### config.mk
export PLATFORM = sky130hd
export DESIGN_NAME = csp_uart
export DESIGN_NICKNAME = d
export VERILOG_FILES = /design/src/hw/csp_pkg.sv /design/src/hw/csp_uart.sv /design/src/hw/csp_rx_mem.sv
export SDC_FILE = /design/constraint.sdc
export NUM_CORES = 1
export LEC_CHECK = 0
export BUFFER_PORTS_ARGS = -buffer_cell sky130_fd_sc_hd__buf_2
export CORE_UTILIZATION = 58
export CTS_CLUSTER_DIAMETER = 60
export CTS_CLUSTER_SIZE = 12
export DETAILED_ROUTE_END_ITERATION = 7
export GPL_ROUTABILITY_DRIVEN = 0
export PLACE_DENSITY = 0.75
export SLEW_MARGIN = 20
export SYNTH_ARGS = -nofsm -noshare
export SYNTH_HDL_FRONTEND = slang
export SYNTH_SLANG_ARGS = --single-unit
### constraint.sdc
create_clock -name pclk -period 6.6 [get_ports pclk]
set_input_delay 1.32 -clock pclk [delete_from_list [all_inputs] [get_ports pclk]]
set_output_delay 1.32 -clock pclk [all_outputs]
set_load 0.02 [all_outputs]
### src/hw/csp_pkg.sv
package csp_pkg;
  localparam int unsigned CSP_CLK_HZ   = 100_000_000;
  localparam int unsigned CSP_CLK_NS   = 10;
  localparam int unsigned CSP_TICK_NS  = 10_000;
  localparam int unsigned CSP_TICK_CYC = CSP_TICK_NS / CSP_CLK_NS;
  localparam int          CSP_AW       = 8;

  localparam logic [7:0] CSP_A_CTRL = 8'h00;
  localparam logic [7:0] CSP_A_TXD  = 8'h04;
  localparam logic [7:0] CSP_A_STAT = 8'h08;
  localparam logic [7:0] CSP_A_RXD  = 8'h0c;
  localparam logic [7:0] CSP_A_SIL  = 8'h10;

  localparam int CSP_F_TYPE  = 0;
  localparam int CSP_F_BAUD  = 1;
  localparam int CSP_F_PAR   = 5;
  localparam int CSP_F_DB    = 8;
  localparam int CSP_F_STOP  = 10;
  localparam int CSP_F_EXT   = 12;
  localparam int CSP_F_RTS   = 13;
  localparam int CSP_F_THR   = 16;
  localparam int CSP_F_RXTX  = 18;
  localparam int CSP_F_DCDEV = 19;
  localparam int CSP_F_CTSEV = 20;
  localparam int CSP_F_MRTS  = 21;
  localparam int CSP_F_MDTR  = 22;
  localparam int CSP_CTRL_W  = 23;
  // 115200, no parity, 8 data, 1 stop, normal, RTS off, threshold 8
  localparam logic [CSP_CTRL_W-1:0] CSP_CTRL_RST = 23'h1a0312;

  localparam int CSP_S_BUSY  = 0;
  localparam int CSP_S_AVAIL = 1;
  localparam int CSP_S_THR   = 2;
  localparam int CSP_S_CTS   = 3;
  localparam int CSP_S_DCD   = 4;
  localparam int CSP_S_LOST  = 5;
  localparam int CSP_S_CNT   = 8;

  localparam int CSP_E_BRK = 3;
  localparam int CSP_E_FRM = 4;
  localparam int CSP_E_PAR = 5;
  localparam int CSP_E_FOV = 6;
  localparam int CSP_E_QOV = 7;

  typedef enum logic [2:0] {
    CSP_PAR_NONE = 3'h0,
    CSP_PAR_ODD  = 3'h1,
    CSP_PAR_EVEN = 3'h2,
    CSP_PAR_ONE  = 3'h3,
    CSP_PAR_ZERO = 3'h4
  } csp_par_t;

  typedef enum logic [2:0] {
    CSP_RTS_OFF = 3'h0,
    CSP_RTS_ON  = 3'h1,
    CSP_RTS_REQ = 3'h2,
    CSP_RTS_HS  = 3'h3,
    CSP_RTS_MAN = 3'h4
  } csp_rts_t;

  localparam logic [1:0] CSP_STOP_1   = 2'h0;
  localparam logic [1:0] CSP_STOP_15  = 2'h1;
  localparam logic [1:0] CSP_STOP_2   = 2'h2;
  localparam logic [1:0] CSP_STOP_RSV = 2'h3;

  localparam int CSP_NBAUD = 10;
  // half a bit time in clock cycles, one entry per rate code
  localparam logic [16:0] CSP_HALF_DIV [CSP_NBAUD] = '{
    17'(CSP_CLK_HZ / (2 * 600)),   17'(CSP_CLK_HZ / (2 * 1200)),
    17'(CSP_CLK_HZ / (2 * 1800)),  17'(CSP_CLK_HZ / (2 * 2400)),
    17'(CSP_CLK_HZ / (2 * 4800)),  17'(CSP_CLK_HZ / (2 * 9600)),
    17'(CSP_CLK_HZ / (2 * 19200)), 17'(CSP_CLK_HZ / (2 * 38400)),
    17'(CSP_CLK_HZ / (2 * 57600)), 17'(CSP_CLK_HZ / (2 * 115200))
  };
  localparam logic [4:0] CSP_THR_TAB [4] = '{5'h01, 5'h04, 5'h08, 5'h0e};

  localparam int          CSP_QDEPTH  = 16;
  localparam int          CSP_QAW     = 4;
  localparam int          CSP_QW      = 32;
  localparam logic [15:0] CSP_SIL_MAX = 16'hffff;
endpackage : csp_pkg

### src/hw/csp_uart.sv
`timescale 1ns/1ps
`default_nettype none
module csp_uart
(
  input  wire logic                       pclk,
  input  wire logic                       presetn,
  input  wire logic                       psel,
  input  wire logic                       penable,
  input  wire logic                       pwrite,
  input  wire logic [csp_pkg::CSP_AW-1:0] paddr,
  input  wire logic [31:0]                pwdata,
  output logic      [31:0]                prdata,
  output logic                            pready,
  output logic                            pslverr,
  input  wire logic                       rxd_i,
  input  wire logic                       cts_i,
  input  wire logic                       dcd_i,
  output logic                            txd_o,
  output logic                            rts_o,
  output logic                            dtr_o,
  output logic                            txen_o,
  output logic                            rs485_o,
  output logic                            rx_thresh_o,
  output logic                            ext_event_o
);
  import csp_pkg::*;

  typedef enum logic [3:0] {
    RX_HUNT = 4'b0001,
    RX_IDLE = 4'b0010,
    RX_BITS = 4'b0100,
    RX_DONE = 4'b1000
  } csp_rxst_t;

  typedef enum logic [2:0] {
    TX_IDLE = 3'b001,
    TX_CTS  = 3'b010,
    TX_RUN  = 3'b100
  } csp_txst_t;

  logic [CSP_CTRL_W-1:0] ctrl_r;
  logic [2:0]            sy1_r;
  logic [2:0]            sy2_r;
  logic [2:0]            sy3_r;
  logic [9:0]            tick_r;
  logic [15:0]           silence_r;
  logic [15:0]           sil_cap_r;
  csp_rxst_t             rx_st_r;
  logic [17:0]           rx_cnt_r;
  logic [3:0]            rx_bit_r;
  logic [9:0]            rx_sr_r;
  csp_txst_t             tx_st_r;
  logic [10:0]           tx_sr_r;
  logic [16:0]           tx_cnt_r;
  logic [4:0]            tx_hv_r;
  logic                  tx_ph_r;
  logic [CSP_QAW-1:0]    wr_ptr_r;
  logic [CSP_QAW-1:0]    rd_ptr_r;
  logic [4:0]            q_cnt_r;
  logic                  lost_r;
  logic                  fresh_r;
  logic [31:0]           q_rd;
  logic [31:0]           rd_mux;
  logic                  bad;
  logic [7:0]            e_new;
  logic [10:0]           tx_fr;
  logic                  rts_nxt;

  function automatic logic par_of(input logic [7:0] d, input logic [2:0] m);
    logic r;
    r = 1'b0;
    case (m)
      CSP_PAR_ODD:  r = ~^d;
      CSP_PAR_EVEN: r = ^d;
      CSP_PAR_ONE:  r = 1'b1;
      default:      r = 1'b0;
    endcase
    return r;
  endfunction : par_of

  // configuration fields
  wire        f_485   = ctrl_r[CSP_F_TYPE];
  wire [3:0]  f_baud  = ctrl_r[CSP_F_BAUD +: 4];
  wire [2:0]  f_par   = ctrl_r[CSP_F_PAR +: 3];
  wire [1:0]  f_db    = ctrl_r[CSP_F_DB +: 2];
  wire [1:0]  f_stop  = ctrl_r[CSP_F_STOP +: 2];
  wire        f_ext   = ctrl_r[CSP_F_EXT];
  wire [2:0]  f_rts   = ctrl_r[CSP_F_RTS +: 3];
  wire [1:0]  f_thr   = ctrl_r[CSP_F_THR +: 2];
  wire        f_rxtx  = ctrl_r[CSP_F_RXTX];
  wire        f_dcdev = ctrl_r[CSP_F_DCDEV];
  wire        f_ctsev = ctrl_r[CSP_F_CTSEV];
  wire        f_mrts  = ctrl_r[CSP_F_MRTS];
  wire        f_mdtr  = ctrl_r[CSP_F_MDTR];

  wire        p_on  = f_par != CSP_PAR_NONE;
  wire [3:0]  nbits = 4'(f_db) + 4'd5;
  wire [3:0]  nfr   = nbits + 4'(p_on) + 4'd1;
  wire [7:0]  dmask = 8'hff >> (4'd8 - nbits);
  wire [16:0] half  = CSP_HALF_DIV[f_baud];
  wire        rx_s  = sy2_r[0];
  wire        cts_s = sy2_r[1];
  wire        dcd_s = sy2_r[2];

  // bus decode; a request completes one cycle after the access phase opens, two for an RXD read held by a queue update
  wire acc   = psel & penable & ~pready;
  wire xfer  = psel & penable & pready;
  wire a_rxd = paddr == CSP_A_RXD;
  // a queue update last cycle has not reached the read port yet
  wire hold  = fresh_r & a_rxd & ~pwrite;
  wire take  = acc & ~hold;

  wire [1:0] w_db   = pwdata[CSP_F_DB +: 2];
  wire [1:0] w_stop = pwdata[CSP_F_STOP +: 2];
  wire cfg_bad = (w_stop == CSP_STOP_RSV)
    | ((w_db == 2'h0) ? (w_stop == CSP_STOP_2) : (w_stop == CSP_STOP_15))
    | (pwdata[CSP_F_BAUD +: 4] > 4'(CSP_NBAUD - 1))
    | (pwdata[CSP_F_PAR +: 3] > CSP_PAR_ZERO)
    | (pwdata[CSP_F_RTS +: 3] > CSP_RTS_MAN);

  wire tx_idle = tx_st_r == TX_IDLE;
  wire wr_ctrl = xfer & pwrite & (paddr == CSP_A_CTRL) & ~pslverr;
  wire tx_go   = xfer & pwrite & (paddr == CSP_A_TXD) & ~pslverr;
  wire q_any   = q_cnt_r != 5'h0;
  wire pop     = xfer & ~pwrite & a_rxd & q_any;

  // receive frame decode, valid in the done state
  wire [9:0] rx_al  = rx_sr_r >> (4'd10 - nfr);
  wire [7:0] rx_ch  = rx_al[7:0] & dmask;
  wire       rx_fe  = ~rx_al[nfr - 4'd1];
  wire       rx_pe  = p_on & (rx_al[nbits] != par_of(rx_ch, f_par));
  wire       rx_brk = rx_al == 10'h0;
  wire       rx_done = rx_st_r == RX_DONE;
  wire       rx_drop = f_rxtx & ~tx_idle;
  wire       push    = rx_done & ~rx_drop;
  wire       q_full  = q_cnt_r == 5'(CSP_QDEPTH);
  wire       ovw     = push & q_full & ~pop;
  wire [31:0] q_wdata = {sil_cap_r, e_new, rx_ch};

  wire [7:0] e_or = q_rd[15:8] | (8'(lost_r) << CSP_E_FOV);
  wire [7:0] e_out = e_or | {7'h0, |e_or};
  wire [31:0] rx_word = !q_any ? 32'h0
    : f_ext ? {q_rd[31:16], e_out, q_rd[7:0]}
    : {24'h0, q_rd[7:0]};

  wire [4:0]  thr  = CSP_THR_TAB[f_thr];
  wire [31:0] stat = (32'(tx_idle ? 1'b0 : 1'b1) << CSP_S_BUSY)
    | (32'(q_any) << CSP_S_AVAIL)
    | (32'(rx_thresh_o) << CSP_S_THR)
    | (32'(cts_s) << CSP_S_CTS)
    | (32'(dcd_s) << CSP_S_DCD)
    | (32'(lost_r) << CSP_S_LOST)
    | (32'(q_cnt_r) << CSP_S_CNT);

  wire tx_end  = (tx_st_r == TX_RUN) & (tx_cnt_r == 17'h0)
    & (tx_hv_r == 5'h1);
  wire sil_rst = wr_ctrl | rx_done | tx_end;
  wire tick    = tick_r == 10'(CSP_TICK_CYC - 1);
  wire [4:0] tx_len = {nfr, 1'b0} + 5'(f_stop) + 5'd2;

  always_comb
  begin
    rd_mux = 32'h0;
    bad = 1'b0;
    if (paddr == CSP_A_CTRL)
    begin
      rd_mux = 32'(ctrl_r);
      bad = pwrite & cfg_bad;
    end
    else if (paddr == CSP_A_TXD)
      bad = pwrite & ~tx_idle;
    else if (paddr == CSP_A_STAT)
      rd_mux = stat;
    else if (a_rxd)
      rd_mux = pwrite ? 32'h0 : rx_word;
    else if (paddr == CSP_A_SIL)
      rd_mux = {16'h0, silence_r};
    else
      bad = 1'b1;
  end

  always_comb
  begin
    e_new = 8'h0;
    e_new[CSP_E_BRK] = rx_brk;
    e_new[CSP_E_FRM] = rx_fe;
    e_new[CSP_E_PAR] = rx_pe;
    e_new[CSP_E_QOV] = ovw;
  end

  // unused data positions idle high so the stop level follows right after data or parity
  always_comb
  begin
    tx_fr = {2'b11, pwdata[7:0] | ~dmask, 1'b0};
    if (p_on)
      tx_fr[nbits + 4'd1] = par_of(pwdata[7:0] & dmask, f_par);
  end

  always_comb
  begin
    case (f_rts)
      CSP_RTS_ON:  rts_nxt = 1'b1;
      CSP_RTS_REQ: rts_nxt = ~tx_idle | tx_go;
      CSP_RTS_HS:  rts_nxt = ~tx_idle | tx_go;
      CSP_RTS_MAN: rts_nxt = f_mrts;
      default:     rts_nxt = 1'b0;
    endcase
  end

  always_ff @(posedge pclk or negedge presetn)
  begin
    if (!presetn)
    begin
      pready  <= 1'b0;
      pslverr <= 1'b0;
      prdata  <= 32'h0;
      ctrl_r  <= CSP_CTRL_RST;
    end
    else
    begin
      pready  <= take;
      pslverr <= take & bad;
      prdata  <= take ? rd_mux : prdata;
      if (wr_ctrl)
        ctrl_r <= pwdata[CSP_CTRL_W-1:0];
    end
  end

  always_ff @(posedge pclk or negedge presetn)
  begin
    if (!presetn)
    begin
      sy1_r <= 3'b001;
      sy2_r <= 3'b001;
      sy3_r <= 3'b001;
    end
    else
    begin
      sy1_r <= {dcd_i, cts_i, rxd_i};
      sy2_r <= sy1_r;
      sy3_r <= sy2_r;
    end
  end

  always_ff @(posedge pclk or negedge presetn)
  begin
    if (!presetn)
    begin
      tick_r    <= 10'h0;
      silence_r <= 16'h0;
    end
    else
    begin
      tick_r <= (sil_rst | tick) ? 10'h0 : tick_r + 10'h1;
      if (sil_rst)
        silence_r <= 16'h0;
      else if (tick & (silence_r != CSP_SIL_MAX))
        silence_r <= silence_r + 16'h1;
    end
  end

  always_ff @(posedge pclk or negedge presetn)
  begin
    if (!presetn)
    begin
      rx_st_r   <= RX_HUNT;
      rx_cnt_r  <= 18'h0;
      rx_bit_r  <= 4'h0;
      rx_sr_r   <= 10'h0;
      sil_cap_r <= 16'h0;
    end
    else
    begin
      case (rx_st_r)
        RX_HUNT:
          if (rx_s)
            rx_st_r <= RX_IDLE;
        RX_IDLE:
          if (!rx_s)
          begin
            rx_st_r   <= RX_BITS;
            rx_cnt_r  <= 18'(half) - 18'h1;
            rx_bit_r  <= 4'h0;
            rx_sr_r   <= 10'h0;
            sil_cap_r <= silence_r;
          end
        RX_BITS:
          if (rx_cnt_r == 18'h0)
          begin
            rx_cnt_r <= {half, 1'b0} - 18'h1;
            rx_bit_r <= rx_bit_r + 4'h1;
            if ((rx_bit_r == 4'h0) & rx_s)
              rx_st_r <= RX_IDLE;
            else if (rx_bit_r == nfr)
              rx_st_r <= RX_DONE;
            if (rx_bit_r != 4'h0)
              rx_sr_r <= {rx_s, rx_sr_r[9:1]};
          end
          else
            rx_cnt_r <= rx_cnt_r - 18'h1;
        RX_DONE:
          rx_st_r <= RX_HUNT;
        default:
          rx_st_r <= RX_HUNT;
      endcase
    end
  end

  // a full queue keeps the newest characters and drops the oldest
  always_ff @(posedge pclk or negedge presetn)
  begin
    if (!presetn)
    begin
      wr_ptr_r <= '0;
      rd_ptr_r <= '0;
      q_cnt_r  <= 5'h0;
      lost_r   <= 1'b0;
      fresh_r  <= 1'b0;
    end
    else
    begin
      wr_ptr_r <= wr_ptr_r + CSP_QAW'(push);
      rd_ptr_r <= rd_ptr_r + CSP_QAW'(pop | ovw);
      q_cnt_r  <= q_cnt_r + 5'(push) - 5'(pop | ovw);
      lost_r   <= ovw | (lost_r & ~pop);
      fresh_r  <= push | pop;
    end
  end

  csp_rx_mem u_mem
  (
    .pclk    (pclk),
    .presetn (presetn),
    .we      (push),
    .waddr   (wr_ptr_r),
    .wdata   (q_wdata),
    .raddr   (rd_ptr_r),
    .rdata   (q_rd)
  );

  always_ff @(posedge pclk or negedge presetn)
  begin
    if (!presetn)
    begin
      tx_st_r  <= TX_IDLE;
      tx_sr_r  <= 11'h7ff;
      tx_cnt_r <= 17'h0;
      tx_hv_r  <= 5'h0;
      tx_ph_r  <= 1'b0;
    end
    else
    begin
      case (tx_st_r)
        TX_IDLE:
          if (tx_go)
          begin
            tx_sr_r  <= tx_fr;
            tx_hv_r  <= tx_len;
            tx_cnt_r <= half - 17'h1;
            tx_ph_r  <= 1'b0;
            tx_st_r  <= (f_rts == CSP_RTS_HS) ? TX_CTS : TX_RUN;
          end
        TX_CTS:
          if (cts_s)
            tx_st_r <= TX_RUN;
        TX_RUN:
          if (tx_cnt_r == 17'h0)
          begin
            tx_cnt_r <= half - 17'h1;
            tx_ph_r  <= ~tx_ph_r;
            tx_hv_r  <= tx_hv_r - 5'h1;
            if (tx_ph_r)
              tx_sr_r <= {1'b1, tx_sr_r[10:1]};
            if (tx_hv_r == 5'h1)
              tx_st_r <= TX_IDLE;
          end
          else
            tx_cnt_r <= tx_cnt_r - 17'h1;
        default:
          tx_st_r <= TX_IDLE;
      endcase
    end
  end

  // line outputs other than rts_o, which also decodes tx_go, lag the state by one cycle, uniformly for every bit
  always_ff @(posedge pclk or negedge presetn)
  begin
    if (!presetn)
    begin
      txd_o       <= 1'b1;
      rts_o       <= 1'b0;
      dtr_o       <= 1'b0;
      txen_o      <= 1'b1;
      rs485_o     <= 1'b0;
      rx_thresh_o <= 1'b0;
      ext_event_o <= 1'b0;
    end
    else
    begin
      txd_o       <= (tx_st_r == TX_RUN) ? tx_sr_r[0] : 1'b1;
      rts_o       <= rts_nxt;
      dtr_o       <= (f_rts == CSP_RTS_MAN) & f_mdtr;
      txen_o      <= ~f_485 | (tx_st_r == TX_RUN);
      rs485_o     <= f_485;
      rx_thresh_o <= q_cnt_r >= thr;
      ext_event_o <= (f_ctsev & (sy2_r[1] ^ sy3_r[1]))
        | (f_dcdev & (sy2_r[2] ^ sy3_r[2]));
    end
  end
endmodule : csp_uart
`default_nettype wire

### src/hw/csp_rx_mem.sv
`timescale 1ns/1ps
`default_nettype none
module csp_rx_mem
(
  input  wire logic                        pclk,
  input  wire logic                        presetn,
  input  wire logic                        we,
  input  wire logic [csp_pkg::CSP_QAW-1:0] waddr,
  input  wire logic [csp_pkg::CSP_QW-1:0]  wdata,
  input  wire logic [csp_pkg::CSP_QAW-1:0] raddr,
  output logic      [csp_pkg::CSP_QW-1:0]  rdata
);
  import csp_pkg::*;

  logic [CSP_QW-1:0] mem_r [CSP_QDEPTH];

  always_ff @(posedge pclk)
  begin
    if (we)
      mem_r[waddr] <= wdata;
  end

  // read port is registered; data follows raddr one cycle later
  always_ff @(posedge pclk or negedge presetn)
  begin
    if (!presetn)
      rdata <= '0;
    else
      rdata <= mem_r[raddr];
  end
endmodule : csp_rx_mem
`default_nettype wire

==> results_dict.tcl, run 1 <==
set metrics [dict create \
    outcome "finished, final reports clean" \
    clock.fmax_mhz 169 \
    seqCellArea_sq_um 19200 \
    power.density_nw_per_um2 271 \
    cp-end-kind "register" \
    die-area_sq_um 50900 \
    firstDrtPassIters 8 \
    route.detailed.drc 0 \
    yosysUniqueCellTypes 82 \
    fillers 3344 \
    wl_mm 71.0 \
    cpPeakStageDelay_ns 0.77 \
    path_class "register to register" \
    diodes 0 \
    row_count 81 \
    die_x_microns 226 \
    vias_per_cell 6.47 \
    grt_pass1_vias 17374 \
    synth_seq_cells 678 \
    rsz0062_at_grt "false" \
    yosys.area.top_type "edfxtp_1" \
    cp_slowest_cell "fa_1" \
    ys.warnings.count 0 \
    relSlewSlack_pct 27.4 \
    multi_input_area_sq_um 9300 \
    cts-htree-levels 3 \
    cts_made_buffers 69 \
    die_h_microns 226 \
    drtIter0Drc 2510 \
    crit_family "adder cells" \
    finalMaxSlewViolations 0 \
    clkLatencyLatePin_ns 0.60 \
    synth.area.top_cells "edfxtp_1 46%, dfrtp_1 18%, mux4_2 11%, nand2_1 2.3%, dfstp_2 2.2%" \
    area_growth_pct 11.3 \
    hp-class "register to register" \
    wire_per_inst_microns 25.8 \
    synthArstFlopShare_pct 33.9 \
    fin_crit_ns 5.92 \
    power_mw 8.75 \
    gr-total-overflow 0 \
    io_pins 89 \
    tightest_slew_ns 1.08 \
    peakVddDrop_v 0.000187 \
    core_area_sq_um 49200 \
    fin_tns_setup_ns 0 \
    yosysTopAreaCellShare_pct 46.4 \
    timing.critical_path.mode_cell "xnor2_1" \
    arrival_ns 6.17 \
    finalClockSkew_ns 0.0263 \
    nets 2136 \
    final_hold_viol_count 0 \
    crit_chain "inv_1 -> fa_1 -> inv_1 -> ha_1 -> mux2i_1 -> mux4_2 -> nor3_4 -> xnor2_1 -> xnor2_1 -> xnor2_1 -> mux2_1 -> a221o_1" \
    p_leak_nw 11.6 \
    yosysSeqAreaShare_pct 66.4 \
    grt_first_pass_wirelength_mm 107 \
    critPathLaunch "ctrl_r[8]$_DFFE_PN1P_" \
    clock_path_buffers 3 \
    start_util_pct 59.0 \
    clk_pin_slew_worst_paths_ns 0.06 \
    cts-root-buf "clkbuf_16" \
    postSynthAreaPerCell_sq_um 14.8 \
    cts_tree "yes" \
    track_usage_pct 28.9 \
    syn_area_sq_um 29000 \
    min-delay-start "sy1_r[2]$_DFF_PN0_" \
    cp.required_ns 6.85 \
    path_max_fanout 19 \
    critPathBufInv 2 \
    post-cts-setup-buffers 0 \
    ant_nets 0 \
    cp-start-kind "register" \
    synth_edf_count 448 \
    layout-drive-gt1-share_pct 20.9 \
    io_buffers 79 \
    ctsHoldBuffers 0 \
    setup_violations 0 \
    hpwl_mm 41.7 \
    vias 17818 \
    synthFlopType "edfxtp_1" \
    antenna_found_initial 1 \
    cts_sinks 678 \
    syn-instance-count 1957 \
    post_cts_resized 0 \
    cap_violations 0 \
    syn-num-nets 2047 \
    r2r_start "ctrl_r[8]$_DFFE_PN1P_" \
    post-route-period-util_pct 89.7 \
    grt_max_degree 123 \
]
-- cells in the mapped netlist, types with 5 or more instances --
master	number
a211oi_1	5
nor4_1	6
buf_2	7
o21ai_0	116
dfrtp_1	206
nand3b_1	9
nand3_1	32
a21oi_1	87
mux2_2	26
a22o_1	12
nor3b_1	6
nor2b_1	13
a22oi_1	5
a222oi_1	6
a31oi_1	12
a221oi_1	16
a221o_1	5
nor2_1	162
o22ai_1	6
and3_1	11
buf_1	20
xor2_1	33
inv_1	49
nor3_1	30
ha_1	40
clkbuf_1	72
xnor2_1	30
nand2_1	179
mux2i_1	22
nand4_1	9
mux4_2	141
or3_1	12
nand2b_1	16
dfstp_2	24
and2_1	5
edfxtp_1	448
-- final cells by class --
cell class | instances | share of cell area (%)
sequential | 678 | 59.6
multi-input combinational | 1127 | 28.8
clock buffer | 102 | 5.86
tap | 664 | 2.57
timing repair buffer | 120 | 2.25
inverter | 50 | 0.581
clock inverter | 12 | 0.322
-- worst paths after layout --
check	endpoint	slack, ns	cells after the start
hold / removal	sy2_r[2]$_DFF_PN0_	0.36	0
hold reg to reg	sy2_r[2]$_DFF_PN0_	0.36	0
setup reg to reg	u_mem.mem_r[4][10]$_DFFE_PP_	0.68	12
max in group asynchronous	rd_ptr_r[1]$_DFF_PN0_	4.65	2
min in group asynchronous	tx_cnt_r[10]$_DFFE_PN0P_	0.80	1
setup / recovery	u_mem.mem_r[4][10]$_DFFE_PP_	0.68	12
-- layout by cell type, fill, tap and decap left out, types with 6 or more instances in the layout --
cell type	n
buf_4	40
or3_1	12
edfxtp_1	448
nand2b_1	16
o22ai_1	6
mux4_2	141
xor2_1	33
nand2_1	179
nor2b_1	13
dfstp_2	24
xnor2_1	30
inv_1	49
nand3b_1	9
mux2_2	26
a221oi_1	16
mux2i_1	22
nor3b_1	6
nand3_1	32
and3_1	11
nor3_2	9
a222oi_1	6
a21oi_1	87
dfrtp_1	203
ha_1	40
a31oi_1	12
clkbuf_1	31
nor2_4	12
nand4_1	9
nor3_1	24
nor2_1	149
nor4_1	6
clkbuf_16	71
a22o_1	12
buf_2	78
o21ai_0	115
-- registers in the layout (all words and copies together) (netlist names), 2 cells and up --
name and count:
rx_bit_r 4, sil_cap_r 16, rx_sr_r 10, u_mem.rdata 28, tx_sr_r 11, tx_st_r 3
rx_cnt_r 18, tx_cnt_r 17, q_cnt_r 5, rx_st_r 4, u_mem.mem_r 448, prdata 32
tx_hv_r 5, ctrl_r 23, silence_r 16, sy3_r 2, sy2_r 3, sy1_r 3
tick_r 10, wr_ptr_r 4, rd_ptr_r 4
-- metrics by stage --
step	utilization (%)	worst slack, ns	instances	area (sq um)	hold WS (ns)
finish	65.7	0.677	2753	32300	0.360
global route	65.7	0.425	2753	32300	0.362
floorplan	-	1.48	1957	29000	0.331
global placement	61.6	0.941	2639	30300	0.332
CTS	65.7	0.763	2753	32300	0.360
detailed placement	61.6	0.818	2639	30300	0.347
-- routing by layer --
| metal | GRT usage [%] | vias up | routed length (microns) | part of all wire, % |
|---|---|---|---|---|
| met5 | 0 | - | 13 | 0.018 |
| met4 | 9.61 | 2 | 2090 | 2.9 |
| met3 | 4.25 | 152 | 6480 | 9.1 |
| met2 | 45.9 | 1041 | 34200 | 48 |
| met1 | 41.4 | 9025 | 28300 | 40 |
| li1 | - | 7598 | - | - |
-- power by group --
group,switching [mW],internal [mW]
clock network,1.56,1.99
registers,0.107,4.59
logic,0.296,0.191
total,1.97,6.78
-- cell families (layout without fill, tap and decap cells) --
| logic type | count (synthesis) | in the layout | share of synthesized area [%] |
|---|---|---|---|
| AO/OA/AOI/OAI | 317 | 317 | 6.79 |
| XOR/XNOR | 64 | 64 | 1.96 |
| adder cells (fa/ha/maj) | 43 | 43 | 1.90 |
| buffers and inverters | 152 | 284 | 2.05 |
| flip-flops | 678 | 678 | 66.4 |
| multiplexers | 193 | 193 | 12.9 |
| AND/OR/NAND/NOR | 510 | 510 | 8.06 |
Power figures use the tool's default switching activity.
==> run 2: changes to the inputs <==
==> constraint.sdc (replaced) <==
create_clock -name pclk -period 5.65 [get_ports pclk]
set_input_delay 1.13 -clock pclk [delete_from_list [all_inputs] [get_ports pclk]]
set_output_delay 1.13 -clock pclk [all_outputs]
set_load 0.02 [all_outputs]
==> run 2 against run 1 <==
Effect of this change:
- first-iteration DRC count decreased by 11%
- sequential power increased by 17%
- combinational power increased by 18%
- flip-flop and latch count unchanged
- register-to-register slack got worse by 0.34 ns
- clock power increased by 20%
- largest power group unchanged
==> results_dict.tcl, run 2 (synthesis results as in run 1) <==
set metrics [dict create \
    outcome "finished, final reports clean" \
    cap_violations 0 \
    crit_family "adder cells" \
    design_area_sq_um 32400 \
    switching_share_pct 22.8 \
    clock.fmax_mhz 188 \
    fin_tns_setup_ns 0 \
    cp-start-kind "register" \
    clock_path_buffers 3 \
    cpPeakStageDelay_ns 0.55 \
    path_max_fanout 17 \
    wl_met2_mm 35.4 \
    wl_mm 72.6 \
    p_seq_share_pct 53.1 \
    finalClockSkew_ns 0.0272 \
    crit_chain "or3_1 -> inv_1 -> ha_1 -> fa_1 -> inv_1 -> ha_1 -> buf_4 -> mux2i_2 -> mux2i_2 -> a22oi_1 -> nor2_4 -> xnor2_1 -> xnor2_1 -> xnor2_1 -> mux2_1 -> a221o_1" \
    p_int_mw 7.98 \
    drtIter0Drc 2237 \
    combPwrFrac_pct 5.6 \
    post-cts-setup-buffers 0 \
    seqCellArea_sq_um 19200 \
    row_count 81 \
    fillers 3251 \
    ant_nets 0 \
    grt_first_pass_wirelength_mm 109 \
    cts_made_buffers 68 \
    nets 2146 \
    critPathBufInv 3 \
    p_leak_nw 11.8 \
    final_hold_viol_count 0 \
    place_area_sq_um 30400 \
    multi_input_area_sq_um 9300 \
    vias_per_cell 6.51 \
    post_cts_resized 0 \
    cts_sinks 678 \
    path_class "register to register" \
    peakVddDrop_v 0.000211 \
    start_util_pct 59.0 \
    ctsHoldBuffers 0 \
    layout_common_cells "448 x edfxtp_1, 203 x dfrtp_1, 179 x nand2_1" \
    die_x_microns 226 \
    largest-register "u_mem.mem_r" \
    cts-htree-levels 3 \
    highest_layer "met4" \
    arrival_ns 5.58 \
    timing.critical_path.mode_cell "xnor2_1" \
    mostFrequentLayoutCell "edfxtp_1" \
    reg_top3 "u_mem.mem_r x448, prdata x32, u_mem.rdata x28" \
    die_h_microns 226 \
    clk_pin_slew_worst_paths_ns 0.06 \
    cp.required_ns 5.92 \
    drt-met1-wl_mm 28.4 \
    core_area_sq_um 49200 \
    vias 18049 \
    io_pins 89 \
    post-route-period-util_pct 94.0 \
    firstDrtPassIters 7 \
    cp-end-kind "register" \
    power.density_nw_per_um2 319 \
    hpwl_mm 42.3 \
    finalMaxSlewViolations 0 \
    diodes 0 \
    fin_crit_ns 5.31 \
    cts_tree "yes" \
    p_clk_share_pct 41.4 \
    setup_violations 0 \
    p_switching_mw 2.36 \
    track_usage_pct 29.4 \
    tightest_slew_ns 1.13 \
    cts-root-buf "clkbuf_16" \
    largest_register_ffs 448 \
    wire_per_inst_microns 26.2 \
    antenna_found_initial 1 \
    cp_slowest_cell "a221o_1" \
    rsz0062_at_grt "false" \
    area_growth_pct 11.9 \
    io_buffers 79 \
    hold_slack_ns 0.363 \
    gr-total-overflow 0 \
    die-area_sq_um 50900 \
    hp-class "register to register" \
    clkLatencyLatePin_ns 0.62 \
    routed-wl-met3_mm 6.77 \
    grt_max_degree 106 \
    route.detailed.drc 0 \
    layout-drive-gt1-share_pct 21.1 \
    relSlewSlack_pct 24.5 \
    grt_pass1_vias 17697 \
]
==> run 2: cell types whose count changed in the layout (fill, tap and decap cells not counted) <==
cell / previous run / this run
clkbuf_8: 0 / 4
clkinv_8: 0 / 1
inv_6: 4 / 2
clkinv_4: 3 / 0
inv_16: 1 / 2
clkbuf_16: 71 / 70
nor2_1: 149 / 148
clkbuf_1: 31 / 44
buf_12: 1 / 2
nor2_4: 12 / 13
clkinv_2: 3 / 0
buf_4: 40 / 50
==> run 2: path summary, 6_finish.rpt <==
check	slack, ns	endpoint	startpoint	cells after the start
max reg2reg	0.34	u_mem.mem_r[1][10]$_DFFE_PP_	ctrl_r[5]$_DFFE_PN0P_	16
max	0.34	u_mem.mem_r[1][10]$_DFFE_PP_	ctrl_r[5]$_DFFE_PN0P_	16
max in group asynchronous	3.92	rx_sr_r[0]$_DFFE_PN0P_	presetn	2
min in group asynchronous	0.56	tx_cnt_r[0]$_DFFE_PN0P_	presetn	1
min	0.36	sy2_r[2]$_DFF_PN0_	sy1_r[2]$_DFF_PN0_	0
min reg2reg	0.36	sy2_r[2]$_DFF_PN0_	sy1_r[2]$_DFF_PN0_	0
==> run 2: power by group through the flow <==
stage          clock [mW]  combinational [mW]  sequential (mW)
2_1_floorplan           0               0.387             5.56
3_3_place_gp            0               0.539             5.58
3_5_place_dp            0               0.564             5.58
4_1_cts              4.31               0.568             5.48
5_1_grt              4.49               0.643             5.50
6_report             4.28               0.574             5.49
==> run 2: final cells by class <==
class                           count  area share (%)
Timing Repair Buffer              131            2.53
Multi-Input combinational cell   1127            28.7
Clock inverter                      6           0.251
Tap cell                          664            2.56
Inverter                           50           0.579
Sequential cell                   678            59.3
Clock buffer                      118            6.08
==> run 2: routing by layer <==
layer  GRT usage, %  vias up
li1               -     7621
met1           40.4     9213
met2           47.4     1059
met5              0        -
met4           10.1        0
met3           5.58      156
==> run 2: per-stage QoR <==
step | power [mW] | utilization, % | worst slack [ns] | instances
2_1_floorplan | 5.95 | - | 0.529 | 1957
3_3_place_gp | 6.11 | 61.8 | 0.504 | 2650
3_5_place_dp | 6.15 | 61.8 | 0.337 | 2650
4_1_cts | 10.4 | 66.0 | 0.322 | 2774
5_1_grt | 10.6 | 66.0 | 0.0523 | 2774
6_report | 10.3 | 66.0 | 0.338 | 2774
